**src/rtl/dpbs_pkg.sv**
```systemverilog
// package of constants and carrier types for the dual-port semaphore host controller
package dpbs_pkg;
  // ----------------------------------------------------------------
  // widths and timing
  // ----------------------------------------------------------------
  localparam int ADDR_W        = 14;
  localparam int DATA_W        = 16;
  localparam int SEM_IDX_W     = 3;
  localparam int CLK_PERIOD_NS = 10;
  // least hold of the write strobe after the contention flag goes high
  localparam int WRITE_HOLD_AFTER_RELEASE_NS = 20;
  localparam int WRITE_HOLD_CYC =
    (WRITE_HOLD_AFTER_RELEASE_NS + CLK_PERIOD_NS - 1) / CLK_PERIOD_NS;
  // least lead of the flag input before the write strobe
  localparam int FLAG_INPUT_TO_WRITE_LEAD_NS = 0;
  localparam int FLAG_LEAD_CYC = (FLAG_INPUT_TO_WRITE_LEAD_NS + CLK_PERIOD_NS - 1)
    / CLK_PERIOD_NS < 1 ? 1 : (FLAG_INPUT_TO_WRITE_LEAD_NS + CLK_PERIOD_NS - 1)
    / CLK_PERIOD_NS;
  // strobe low and recovery phases of one access, in cycles
  localparam int STROBE_CYC    = 3;
  localparam int RECOVER_CYC   = 1;
  localparam logic [DATA_W-1:0] SEM_REQUEST = 16'h0000;
  localparam logic [DATA_W-1:0] SEM_RELEASE = 16'h0001;

  // ----------------------------------------------------------------
  // carrier types
  // ----------------------------------------------------------------
  typedef enum logic [1:0] {DPBS_RAM_RD, DPBS_RAM_WR, DPBS_SEM_RD, DPBS_SEM_WR} dpbs_op_e;

  typedef struct packed {
    dpbs_op_e          op;
    logic [ADDR_W-1:0] addr;
    logic [DATA_W-1:0] wdata;
    logic [1:0]        byte_en;
  } dpbs_req_s;

  typedef struct packed {
    logic [DATA_W-1:0] rdata;
    logic              sem_owned;
    logic              write_stalled;
  } dpbs_rsp_s;

  typedef struct packed {
    logic              port_select_n;
    logic              semaphore_select_n;
    logic              read_write_n;
    logic              output_enable_n;
    logic              upper_byte_enable_n;
    logic              lower_byte_enable_n;
    logic [ADDR_W-1:0] addr;
  } dpbs_pins_s;
endpackage

```
**src/rtl/dpbs_host.sv**
```systemverilog
// host controller that drives one port of the dual-port ram with contention flag
`timescale 1ns/1ps
module dpbs_host
  import dpbs_pkg::*;
#(
  parameter int HOLD_CYC = dpbs_pkg::WRITE_HOLD_CYC
) (
  // clock and reset
  input  wire logic                       mclk,
  input  wire logic                       rst_n,
  // request side
  input  wire logic                       req_valid,
  input  wire dpbs_pkg::dpbs_req_s        req,
  output logic                            req_ready,
  output logic                            rsp_valid,
  output dpbs_pkg::dpbs_rsp_s             rsp,
  // device pins
  output dpbs_pkg::dpbs_pins_s            pins,
  input  wire logic [dpbs_pkg::DATA_W-1:0] data_in,
  output logic [dpbs_pkg::DATA_W-1:0]     data_out,
  output logic                            data_oe,
  input  wire logic                       contention_flag_n
);
  import dpbs_pkg::*;

  // the hold counter is eight bits wide and must run at least once
  if (HOLD_CYC < 1 || HOLD_CYC > 255) begin : g_hold_check
    $error("HOLD_CYC out of range");
  end

  // ----------------------------------------------------------------
  // flag synchroniser
  // ----------------------------------------------------------------
  // read data passes two flops as well; output enable is low three edges before
  // recover, so the synchronised word has long settled when it is captured
  logic              flag_meta_reg;
  logic              flag_sync_reg;
  logic [DATA_W-1:0] data_meta_reg;
  logic [DATA_W-1:0] data_sync_reg;
  always_ff @(posedge mclk or negedge rst_n) begin
    if (!rst_n) begin
      flag_meta_reg <= 1'b1;
      flag_sync_reg <= 1'b1;
      data_meta_reg <= 16'h0000;
      data_sync_reg <= 16'h0000;
    end else begin
      flag_meta_reg <= contention_flag_n;
      flag_sync_reg <= flag_meta_reg;
      data_meta_reg <= data_in;
      data_sync_reg <= data_meta_reg;
    end
  end

  // ----------------------------------------------------------------
  // access sequencer
  // ----------------------------------------------------------------
  typedef enum logic [2:0] {ST_IDLE, ST_SETUP, ST_STROBE, ST_STALL, ST_HOLD, ST_RECOVER}
    dpbs_state_e;

  dpbs_state_e       state_reg, state_next;
  dpbs_req_s         cur_reg, cur_next;
  dpbs_pins_s        pins_reg, pins_next;
  logic [7:0]        cnt_reg, cnt_next;
  logic [DATA_W-1:0] dout_reg, dout_next;
  logic              doe_reg, doe_next;
  logic              rv_reg, rv_next;
  dpbs_rsp_s         rsp_reg, rsp_next;
  logic              stalled_reg, stalled_next;
  logic              is_write;
  logic              is_sem;

  assign is_write = (cur_reg.op == DPBS_RAM_WR) || (cur_reg.op == DPBS_SEM_WR);
  assign is_sem   = (cur_reg.op == DPBS_SEM_RD) || (cur_reg.op == DPBS_SEM_WR);

  always_comb begin
    state_next   = state_reg;
    cur_next     = cur_reg;
    pins_next    = pins_reg;
    cnt_next     = cnt_reg;
    dout_next    = dout_reg;
    doe_next     = doe_reg;
    rv_next      = 1'b0;
    rsp_next     = rsp_reg;
    stalled_next = stalled_reg;
    case (state_reg)
      ST_IDLE: begin
        if (req_valid) begin
          cur_next     = req;
          stalled_next = 1'b0;
          pins_next.addr = req.addr;
          if (req.op == DPBS_SEM_RD || req.op == DPBS_SEM_WR) begin
            // semaphore space: port select high, semaphore select low
            pins_next.port_select_n      = 1'b1;
            pins_next.semaphore_select_n = 1'b0;
            // only low three address bits pick the latch
            pins_next.addr = {{(ADDR_W-SEM_IDX_W){1'b0}}, req.addr[SEM_IDX_W-1:0]};
          end else begin
            pins_next.port_select_n      = 1'b0;
            pins_next.semaphore_select_n = 1'b1;
          end
          // semaphore writes carry only bit 0; 0 requests, 1 releases
          dout_next = (req.op == DPBS_SEM_WR) ?
            (req.wdata[0] ? SEM_RELEASE : SEM_REQUEST) : req.wdata;
          pins_next.upper_byte_enable_n = ~req.byte_en[1];
          pins_next.lower_byte_enable_n = ~req.byte_en[0];
          cnt_next   = 8'(FLAG_LEAD_CYC);
          state_next = ST_SETUP;
        end
      end
      ST_SETUP: begin
        // let address and select settle so the flag is valid before the strobe
        if (cnt_reg > 8'h01) begin
          cnt_next = cnt_reg - 8'h01;
        end else begin
          pins_next.read_write_n    = ~is_write;
          pins_next.output_enable_n = is_write;
          doe_next   = is_write;
          cnt_next   = 8'(STROBE_CYC);
          state_next = ST_STROBE;
        end
      end
      ST_STROBE: begin
        if (is_write && !is_sem && !flag_sync_reg) begin
          // write is blocked while flag is low; keep strobe active
          stalled_next = 1'b1;
          state_next   = ST_STALL;
        end else if (cnt_reg > 8'h01) begin
          cnt_next = cnt_reg - 8'h01;
        end else begin
          state_next = ST_RECOVER;
        end
      end
      ST_STALL: begin
        if (flag_sync_reg) begin
          cnt_next   = 8'(HOLD_CYC);
          state_next = ST_HOLD;
        end
      end
      ST_HOLD: begin
        // strobe held after flag release so the blocked write completes
        if (cnt_reg > 8'h01) begin
          cnt_next = cnt_reg - 8'h01;
        end else begin
          state_next = ST_RECOVER;
        end
      end
      ST_RECOVER: begin
        rsp_next.rdata         = data_sync_reg;
        // semaphore read: all bits equal the latch, low means owned
        rsp_next.sem_owned     = (cur_reg.op == DPBS_SEM_RD) && !data_sync_reg[0];
        rsp_next.write_stalled = stalled_reg;
        rv_next  = 1'b1;
        pins_next.read_write_n        = 1'b1;
        pins_next.output_enable_n     = 1'b1;
        pins_next.port_select_n       = 1'b1;
        pins_next.semaphore_select_n  = 1'b1;
        pins_next.upper_byte_enable_n = 1'b1;
        pins_next.lower_byte_enable_n = 1'b1;
        doe_next   = 1'b0;
        state_next = ST_IDLE;
      end
      default: begin
        state_next = ST_IDLE;
      end
    endcase
  end

  always_ff @(posedge mclk or negedge rst_n) begin
    if (!rst_n) begin
      state_reg   <= ST_IDLE;
      cur_reg     <= '0;
      pins_reg    <= '{port_select_n: 1'b1, semaphore_select_n: 1'b1, read_write_n: 1'b1,
                       output_enable_n: 1'b1, upper_byte_enable_n: 1'b1,
                       lower_byte_enable_n: 1'b1, addr: '0};
      cnt_reg     <= 8'h00;
      dout_reg    <= 16'h0000;
      doe_reg     <= 1'b0;
      rv_reg      <= 1'b0;
      rsp_reg     <= '0;
      stalled_reg <= 1'b0;
    end else begin
      state_reg   <= state_next;
      cur_reg     <= cur_next;
      pins_reg    <= pins_next;
      cnt_reg     <= cnt_next;
      dout_reg    <= dout_next;
      doe_reg     <= doe_next;
      rv_reg      <= rv_next;
      rsp_reg     <= rsp_next;
      stalled_reg <= stalled_next;
    end
  end

  assign req_ready = (state_reg == ST_IDLE);
  assign rsp_valid = rv_reg;
  assign rsp       = rsp_reg;
  assign pins      = pins_reg;
  assign data_out  = dout_reg;
  assign data_oe   = doe_reg;
endmodule // dpbs_host

```
**config.mk**
```make
export PLATFORM = sky130hd
export DESIGN_NAME = dpbs_host
export DESIGN_NICKNAME = d
export VERILOG_FILES = /design/src/rtl/dpbs_pkg.sv /design/src/rtl/dpbs_host.sv
export SDC_FILE = /design/constraint.sdc
export NUM_CORES = 1
export LEC_CHECK = 0
export BUFFER_PORTS_ARGS = -buffer_cell sky130_fd_sc_hd__buf_2
export CAP_MARGIN = 5
export CORE_AREA = 3 3 99 101
export DETAILED_ROUTE_END_ITERATION = 10
export DIE_AREA = 0 0 102 104
export GPL_TIMING_DRIVEN = 0
export PLACE_DENSITY = 0.75
export SYNTH_ARGS = -nofsm -noshare
export SYNTH_HDL_FRONTEND = slang
export SYNTH_SLANG_ARGS = --single-unit
```
**constraint.sdc**
```tcl
create_clock -name mclk -period 5.8 [get_ports mclk]
set_input_delay 0.29 -clock mclk [delete_from_list [all_inputs] [get_ports mclk]]
set_output_delay 0.29 -clock mclk [all_outputs]
set_load 0.02 [all_outputs]
```
After elaboration in Yosys (flattened, before gate mapping)
Cells that the tools add are included.

Add/subtract/negate cells: 1. Order comparisons: 1. Equal/unequal tests: 15. Multiplexer cells: 28. Bitwise operators: 3. Reductions and logical operators: 20.

Operators with widths (number): two-way mux 8 bit (5); one-hot mux 8 bit (5 select lines) (1); two-way mux 16 bit (2); two-way mux 3 bit (5); one-hot mux 3 bit (5 select lines) (1); two-way mux 14 bit (1); one-hot mux 2 bit (2 select lines) (3); != test 2 bit, second input constant (5); == test 2 bit, second input constant (4); greater-than comparator 8 x 1 -> 1 bit, second input constant (1); subtractor 8 x 1 -> 8 bit, second input constant (1); == test 3 x 2 -> 1 bit, second input constant (2); == test 3 bit, second input constant (2); two-way mux 2 bit (3); AND reduction 2 bit (3); AND reduction 3 bit (2); nonzero test 2 bit (3); two-way mux 1 bit (5); nonzero test 5 bit (1); one-hot mux 1 bit (2 select lines) (2); AND reduction 4 bit (1); == test 3 x 1 -> 1 bit, second input constant (1); logical AND 1 bit (3); logical NOT 1 bit (3); 4 further kinds (8).

Register bits: 104. Input port bits: 54. Output and inout bits: 57.

Longest topological paths before layout
Gate-level depths: netlist of run 1.

Word-level depth: 7. Mapped depth: 7. Mapped depth without buffers: 6.

Worst setup path before layout of run 1
No wires, ideal clock.

Kind: flip-flop to flip-flop. From: register cnt_reg[0]. To: register cnt_reg[0]. Library setup time: 0.126 ns. Data arrival time: 1.743 ns. Data required time: 5.674 ns. Setup slack: 3.931 ns. Stages on the path, launching flop included: 8. Path buffers: 1. Clock period less this slack: 1.869 ns. Cell sequence: dfrtp_1 inv_1 ha_1 or2_4 and3_1 buf_2 o31a_1 o32a_1.

Word-level cells in the longest chain between the ends: 4. Elaborated cells on any way between the ends: 6.

Ends and longest elaborated chain: from (decl) (RTL line dpbs_host.sv:63) `logic [7:0] cnt_reg, cnt_next;`; from (signal assigned) (RTL line dpbs_host.sv:185) `cnt_reg <= cnt_next;`; subtractor 8 x 1 -> 8 bit or greater-than comparator 8 x 1 -> 1 bit (tied branches); two-way mux 8 bit (RTL line dpbs_host.sv:127, dpbs_host.sv:141); two-way mux 8 bit (RTL line dpbs_host.sv:123) `if (is_write && !is_sem && !flag_sync_reg) begin`; one-hot mux 8 bit (5 select lines) (*) (RTL line dpbs_host.sv:85) `case (state_reg)`.

Mark *: on every way between the ends. The rest lies on a longest branch, timed or not. The select of a mux whose other input is x is not followed. A chain may end at the register's enable or synchronous reset.

Worst setup path after layout of run 1
From: register cnt_reg[0]. To: register cnt_reg[1].

Same word-level chain as after synthesis.

==> key figures, run 1 <==
Detailed routing
  – Via count: 2931
  – Routed wl met3: 340 um
  – DRT iter0 DRCs: 114
  – Metal1 wirelength: 3.60 mm
  – # DRC: 0
  – Routed Antenna Nets: 0
  – Routed WL: 8.35 mm
  – Drt wl/cell: 14.6 um
  – WL met2: 4.29 mm
  – Top layer in use: met4
  – Detailed Routing Iterations Pass 1: 4
  – Vias per inst: 5.13

Synthesis
  – Count of state elements after synthesis: 104
  – Mean Syn Cell Area: 12.2 sq um
  – Synthesis Warnings: 0
  – Post-Syn Instances: 331
  – Yosys top cell by area: dfrtp_1
  – Synth async-reset ratio: 100%
  – Cell area after synthesis: 4040 sq um
  – Synth Net Count: 387
  – Sequential fraction of the synthesis area: 64.7%
  – Synth top area share: 59.5%
  – Main synth FF type: dfrtp_1
  – Number of flops mapped to enable cells by yosys: 0
  – Synth top area cells: dfrtp_1, mux2_2, nand2_1
  – Yosys cell types: 52

Placed design
  – Pre-CTS setup slack: 3.70 ns
  – GPL Wtd Cong: 0.830
  – Final HPWL DP: 6.17 mm
  – Placed inst area: 4750 sq um
  – Placed Cells incl. Taps: 553
  – Port-buffer cells: 110

GRT
  – Total grt overflow: 0
  – Total track usage: 16.3%
  – First-pass GRT wire length: 13.8 mm
  – Largest net degree at the start of global routing: 54
  – Initial antenna violation count: 0
  – Vias in the first global route: 2906

Die
  – Die width: 102 um
  – Die height: 104 um
  – Initial Util: 44.3%
  – Die ar.: 10600 sq um
  – IO Pins: 111
  – Placeable Area: 9110 sq um
  – # rows: 35

Setup path
  – Critical path launch point type: register
  – CP Data Arrival Time: 2.38 ns
  – R2R cell count: 7
  – Worst r2r dst: cnt_reg[1]
  – CP required: 6.08 ns
  – Critical Path Sink Type: register
  – R2R Setup Slk: 3.70 ns
  – RR Startpoint: cnt_reg[0]
  – Crit path max fanout: 7
  – CP Launch Point: cnt_reg[0]
  – Critical path class: register to register

Timing
  – Max frequency: 0.475 GHz
  – Clock Skew: 0.0189 ns
  – Sum Neg Setup Slack: 0 ns
  – Final Critical Period: 2.10 ns
  – Least-Margin Pin Slew: 0.687 ns
  – Worst Slack Setup Final: 3.70 ns
  – Final setup fails: 0
  – RSZ-0062 raised after global routing: false
  – Slew margin rel.: 54.1%
  – Final period utilization: 36.3%
  – Final hold violation count: 0
  – Max-slew violation count: 0

Final layout
  – # diodes: 0
  – Commonest non-fill, non-tap cell in the layout: buf_2
  – Area growth syn-to-layout: 23.7%
  – Number of flip-flops in the largest register: 20
  – Fin area: 4990 sq um
  – Share of layout cells above drive strength 1: 38.3%
  – Non-Filler Instances: 571
  – Nets@finish: 511
  – Most frequent cells in the layout: buf_2, dfrtp_1, nand2_1

Clocking
  – Postcts setup bufs: 0
  – Clock root buffer: clkbuf_8
  – Worst-path clk slew: 0.12 ns
  – CTS Hold Bufs: 1
  – Latest clock arrival within the worst-skew pair: 0.36 ns
  – Cts repair resizes: 0
  – Cts bufs inserted: 9
  – H-tree levels: 3
  – CTS tree: yes
  – Sink count of the clock tree: 104
  – Clock Path Buffers: 2

Run status
  – Status: finished, final reports clean

Flow run
  – Max-cap violations: 0

Hold path
  – Min-Delay Path Class: primary input to register
  – Hold Crit Start: data_in[1]
  – Hold EP: data_meta_reg[1]
  – Min-Delay Path Depth: 1

Pwr
  – VDD IR max: 0.170 mV
  – Pwr/cell area: 249 nW/um^2
  – LEAKAGE: 2.54 nW
[routing by layer]
layer,vias to the layer above,global-route usage (%)
li1,1392,-
met1,1450,21.3
met2,79,27.2
met5,-,0
met4,0,4.97
met3,10,3.02
[critical path, cell delays in order (launching register included)]
cell      delay, ns
dfrtp_1        0.46
inv_1          0.09
ha_1           0.28
or2_4          0.28
and3_1         0.14
buf_2          0.16
a211oi_4       0.39
mux2i_1        0.23
[per-stage QoR]
| step | total power [W] | hold slack [ns] | util (%) |
|---|---|---|---|
| final | 0.00124 | 0.0229 | 54.8 |
| after global routing | 0.00130 | 0.00167 | 54.8 |
| after CTS | 0.00126 | 0.00740 | 54.7 |
| after detailed placement | 0.000799 | 0.335 | 52.2 |
| after global placement | 0.000794 | 0.332 | 51.9 |
| after floorplan | 0.000761 | -0.00559 | - |
[report_power, final]
group	switching, W	internal (W)	total (W)
combinational	0.0000248	0.0000196	0.0000444
clock	0.000282	0.000178	0.000460
sequential	0.00000306	0.000737	0.000740
total	0.000310	0.000934	0.00124
[kinds of logic (layout without fill, tap and decap cells)]
kind of cell    Yosys count  in the layout  synth area share, %
fa+ha+maj                 2              2                0.620
simple gates            102            102                 12.7
buf+inv                  26            155                 3.01
compound gates           72             72                 12.2
mux                      23             23                 6.39
xor+xnor                  2              2                0.434
flops                   104            104                 64.7
[area by class of cell]
class                   count  area [sq um]
clock inverters             7          91.3
fillers                   813          4120
repair buffers            113           601
flip-flops and latches    104          2610
plain buffers              16          83.8
multi-input cells         201          1300
well taps                 111           139
inverters                  10          37.5
clock buffers               9           124
[cells in the mapped netlist, types with 4 or more instances]
library cell  count
mux2_2           22
a21oi_1           4
nand2b_1         15
o22a_1            4
o22ai_1           4
inv_1             9
o21ai_0          29
dfstp_2           8
dfrtp_1          96
nand2_1          57
nand3_1           5
buf_2             4
a31oi_1           8
clkbuf_1          8
nor2_1            6
[how the worst max path moves through the flow]
| stage | endpoint | slack (ns) | depth (start not counted) |
|---|---|---|---|
| after floorplan | cnt_reg[0] | 3.93 | 7 |
| after global placement | data_out[0] | 3.41 | 1 |
| after detailed placement | cnt_reg[1] | 3.70 | 7 |
| after CTS | cnt_reg[1] | 3.67 | 7 |
| after global routing | cnt_reg[1] | 3.54 | 7 |
| final | cnt_reg[1] | 3.70 | 7 |
Note: power is estimated with default switching activity, not from simulation.
==> run 2: changes to the inputs <==
ABC_AREA = 1   (was not set)
clock period = 2.03 ns   (was 5.8 ns; I/O delays follow)
==> key figures, run 2 <==
Synthesis
  – Number of flops mapped to enable cells by yosys: 0
  – Sequential fraction of the synthesis area: 65.3%
  – Post-Syn Instances: 417
  – Main synth FF type: dfrtp_1
  – Synthesis Warnings: 0
  – Mean Syn Cell Area: 9.60 sq um
  – Synth Net Count: 473
  – Yosys cell types: 23
  – Synth top area cells: dfrtp_1, nand2_1, nand3_1
  – Top cells by instance count after synthesis: nand2_1, dfrtp_1, nand3_1
  – Synth async-reset ratio: 100%
  – Cell area after synthesis: 4000 sq um
  – Count of state elements after synthesis: 104
  – Yosys top cell by area: dfrtp_1
  – Count leader, synth: nand2_1
  – Synth top area share: 60.0%

Pwr
  – LEAKAGE: 2.98 nW
  – Clk pwr share: 16.5%
  – Pint: 0.00464 W
  – Psw: 0.00360 W
  – Pwr/cell area: 1520 nW/um^2
  – Sequential group share of total power: 39.0%
  – Combinational Power Share: 44.5%
  – Switching share of power: 43.7%
  – VDD IR max: 0.791 mV

Detailed routing
  – Routed Antenna Nets: 0
  – Detailed Routing Iterations Pass 1: 4
  – Drt wl/cell: 13.6 um
  – # DRC: 0
  – DRT iter0 DRCs: 156
  – Routed WL: 9.59 mm
  – Vias per inst: 4.79
  – Via count: 3379

Die
  – Die width: 102 um
  – Die height: 104 um
  – Initial Util: 43.9%
  – Die ar.: 10600 sq um
  – # rows: 35
  – Placeable Area: 9110 sq um
  – IO Pins: 111

Setup path
  – Critical path launch point type: register
  – RR Startpoint: cnt_reg[0]
  – CP Data Arrival Time: 1.83 ns
  – Buffers and inverters on the worst path: 2
  – Crit-path slowest cell: dfrtp_1
  – CP cell instances: inv_1 > ha_1 > o21ai_1 > nor2_2 > nor2_1 > inv_1 > nand2_1 > nand3_1 > nand2_1
  – Crit path max fanout: 5
  – CP max stage delay: 0.42 ns
  – CP delay by family, top: simple AND/OR/NAND/NOR gates
  – CP Launch Point: cnt_reg[0]
  – CP required: 2.29 ns
  – Crit path depth: 9
  – R2R cell count: 9
  – Critical Path Sink Type: register
  – Critical path class: register to register

Timing
  – Clock Skew: 0.0111 ns
  – Final setup fails: 0
  – Max frequency: 0.636 GHz
  – Sum Neg Setup Slack: 0 ns
  – Final period utilization: 77.4%
  – Least-Margin Pin Slew: 0.440 ns
  – Final hold violation count: 0
  – Final Critical Period: 1.57 ns
  – Max-slew violation count: 0
  – Slew margin rel.: 70.7%
  – RSZ-0062 raised after global routing: false

Clocking
  – Cts repair resizes: 0
  – Postcts setup bufs: 0
  – Latest clock arrival within the worst-skew pair: 0.37 ns
  – Cts bufs inserted: 9
  – Clock Path Buffers: 2
  – Clock root buffer: clkbuf_8
  – CTS Hold Bufs: 50
  – CTS tree: yes
  – H-tree levels: 3
  – Worst-path clk slew: 0.10 ns
  – Sink count of the clock tree: 104

GRT
  – Largest net degree at the start of global routing: 75
  – Vias in the first global route: 3426
  – Total track usage: 19.6%
  – Total grt overflow: 0
  – Initial antenna violation count: 0
  – First-pass GRT wire length: 16.4 mm

Placed design
  – Placed inst area: 4720 sq um
  – GPL Wtd Cong: 0.841
  – Final HPWL DP: 6.29 mm
  – Port-buffer cells: 110

Final layout
  – Share of layout cells above drive strength 1: 27.6%
  – Area growth syn-to-layout: 35.8%
  – Nets@finish: 645
  – Number of flip-flops in the largest register: 20
  – # diodes: 0
  – Fillers: 778
  – Fin area: 5440 sq um
  – Commonest non-fill, non-tap cell in the layout: nand2_1
  – Most frequent cells in the layout: nand2_1, buf_2, dfrtp_1

Hold path
  – Hold Crit Start: req[1]
  – Min-Delay Path Depth: 4
  – Min-Delay Path Class: primary input to register

Flow run
  – Max-cap violations: 0

Run status
  – Status: finished, final reports clean
run 2: changes by cell type in the layout (fill, tap and decap cells not counted), sizes merged, moves of 18 or more:
cell,before,now
inv,14,32
nor2,6,24
nand2,59,175
nand3,5,46
mux2,22,0
dlygate4sd3,2,50
run 2: cells by family (layout without fill, tap and decap cells):
logic type               count (synthesis)  after routing  synth area share (%)
AND/OR/NAND/NOR                        249            249                  27.0
buffers and inverters                   40            217                  4.03
AO/OA/AOI/OAI                           19             19                  2.44
XOR/XNOR                                 3              3                 0.657
adder cells (fa/ha/maj)                  2              2                 0.625
flip-flops                             104            104                  65.3
run 2: through the flow:
| step | worst slack, ns | instances | utilization, % | power, W | hold WS (ns) |
|---|---|---|---|---|---|
| after floorplan | 0.649 | 417 | - | 0.00566 | -0.194 |
| after global routing | 0.225 | 705 | 59.7 | 0.00890 | 0.0603 |
| final | 0.458 | 705 | 59.7 | 0.00824 | 0.0380 |
| after global placement | -0.164 | 638 | 51.5 | 0.00671 | 0.210 |
| after detailed placement | 0.443 | 639 | 51.8 | 0.00684 | 0.0595 |
| after CTS | 0.420 | 705 | 59.7 | 0.00829 | 0.00894 |
run 2: worst min-delay path, delay by kind of cell:
kind	cells	cell delay (ns)
AO/OA/AOI/OAI	1	0.08
buffers and inverters	1	0.08
AND/OR/NAND/NOR	2	0.14
run 2: area by class of cell:
cell class	count	area, sq um	area share [%]
sequential	104	2610	48.1
multi-input combinational	273	1230	22.6
timing repair buffer	161	1080	19.9
tap	111	139	2.56
clock buffer	10	128	2.35
inverter	29	109	2.00
clock inverter	6	86.3	1.59
buffer	11	52.6	0.967
run 2: path summary, 6_finish.rpt:
path                                     endpoint  slack (ns)
worst max-delay path                   cnt_reg[6]        0.46
worst min-delay path                     pins[15]        0.04
worst max register to register         cnt_reg[6]        0.46
worst min register to register  data_sync_reg[10]        0.36
max in group asynchronous                pins[16]        1.09
min in group asynchronous                  rsp[6]        0.20
run 2: routing by layer:
metal  part of all wire [%]  vias to the layer above  track usage (%)
met2                     52                      109             32.3
met3                    5.7                       13             4.63
met4                    1.2                        0             6.65
met5                      0                        -                0
li1                       -                     1644                -
met1                     41                     1613             25.1
run 2: power groups by stage:
stage	clock network (W)	registers, W	logic, W
floorplan	0	0.00387	0.00179
global placement	0	0.00321	0.00350
detailed placement	0	0.00323	0.00361
CTS	0.00140	0.00321	0.00368
global route	0.00150	0.00331	0.00409
finish	0.00136	0.00321	0.00366
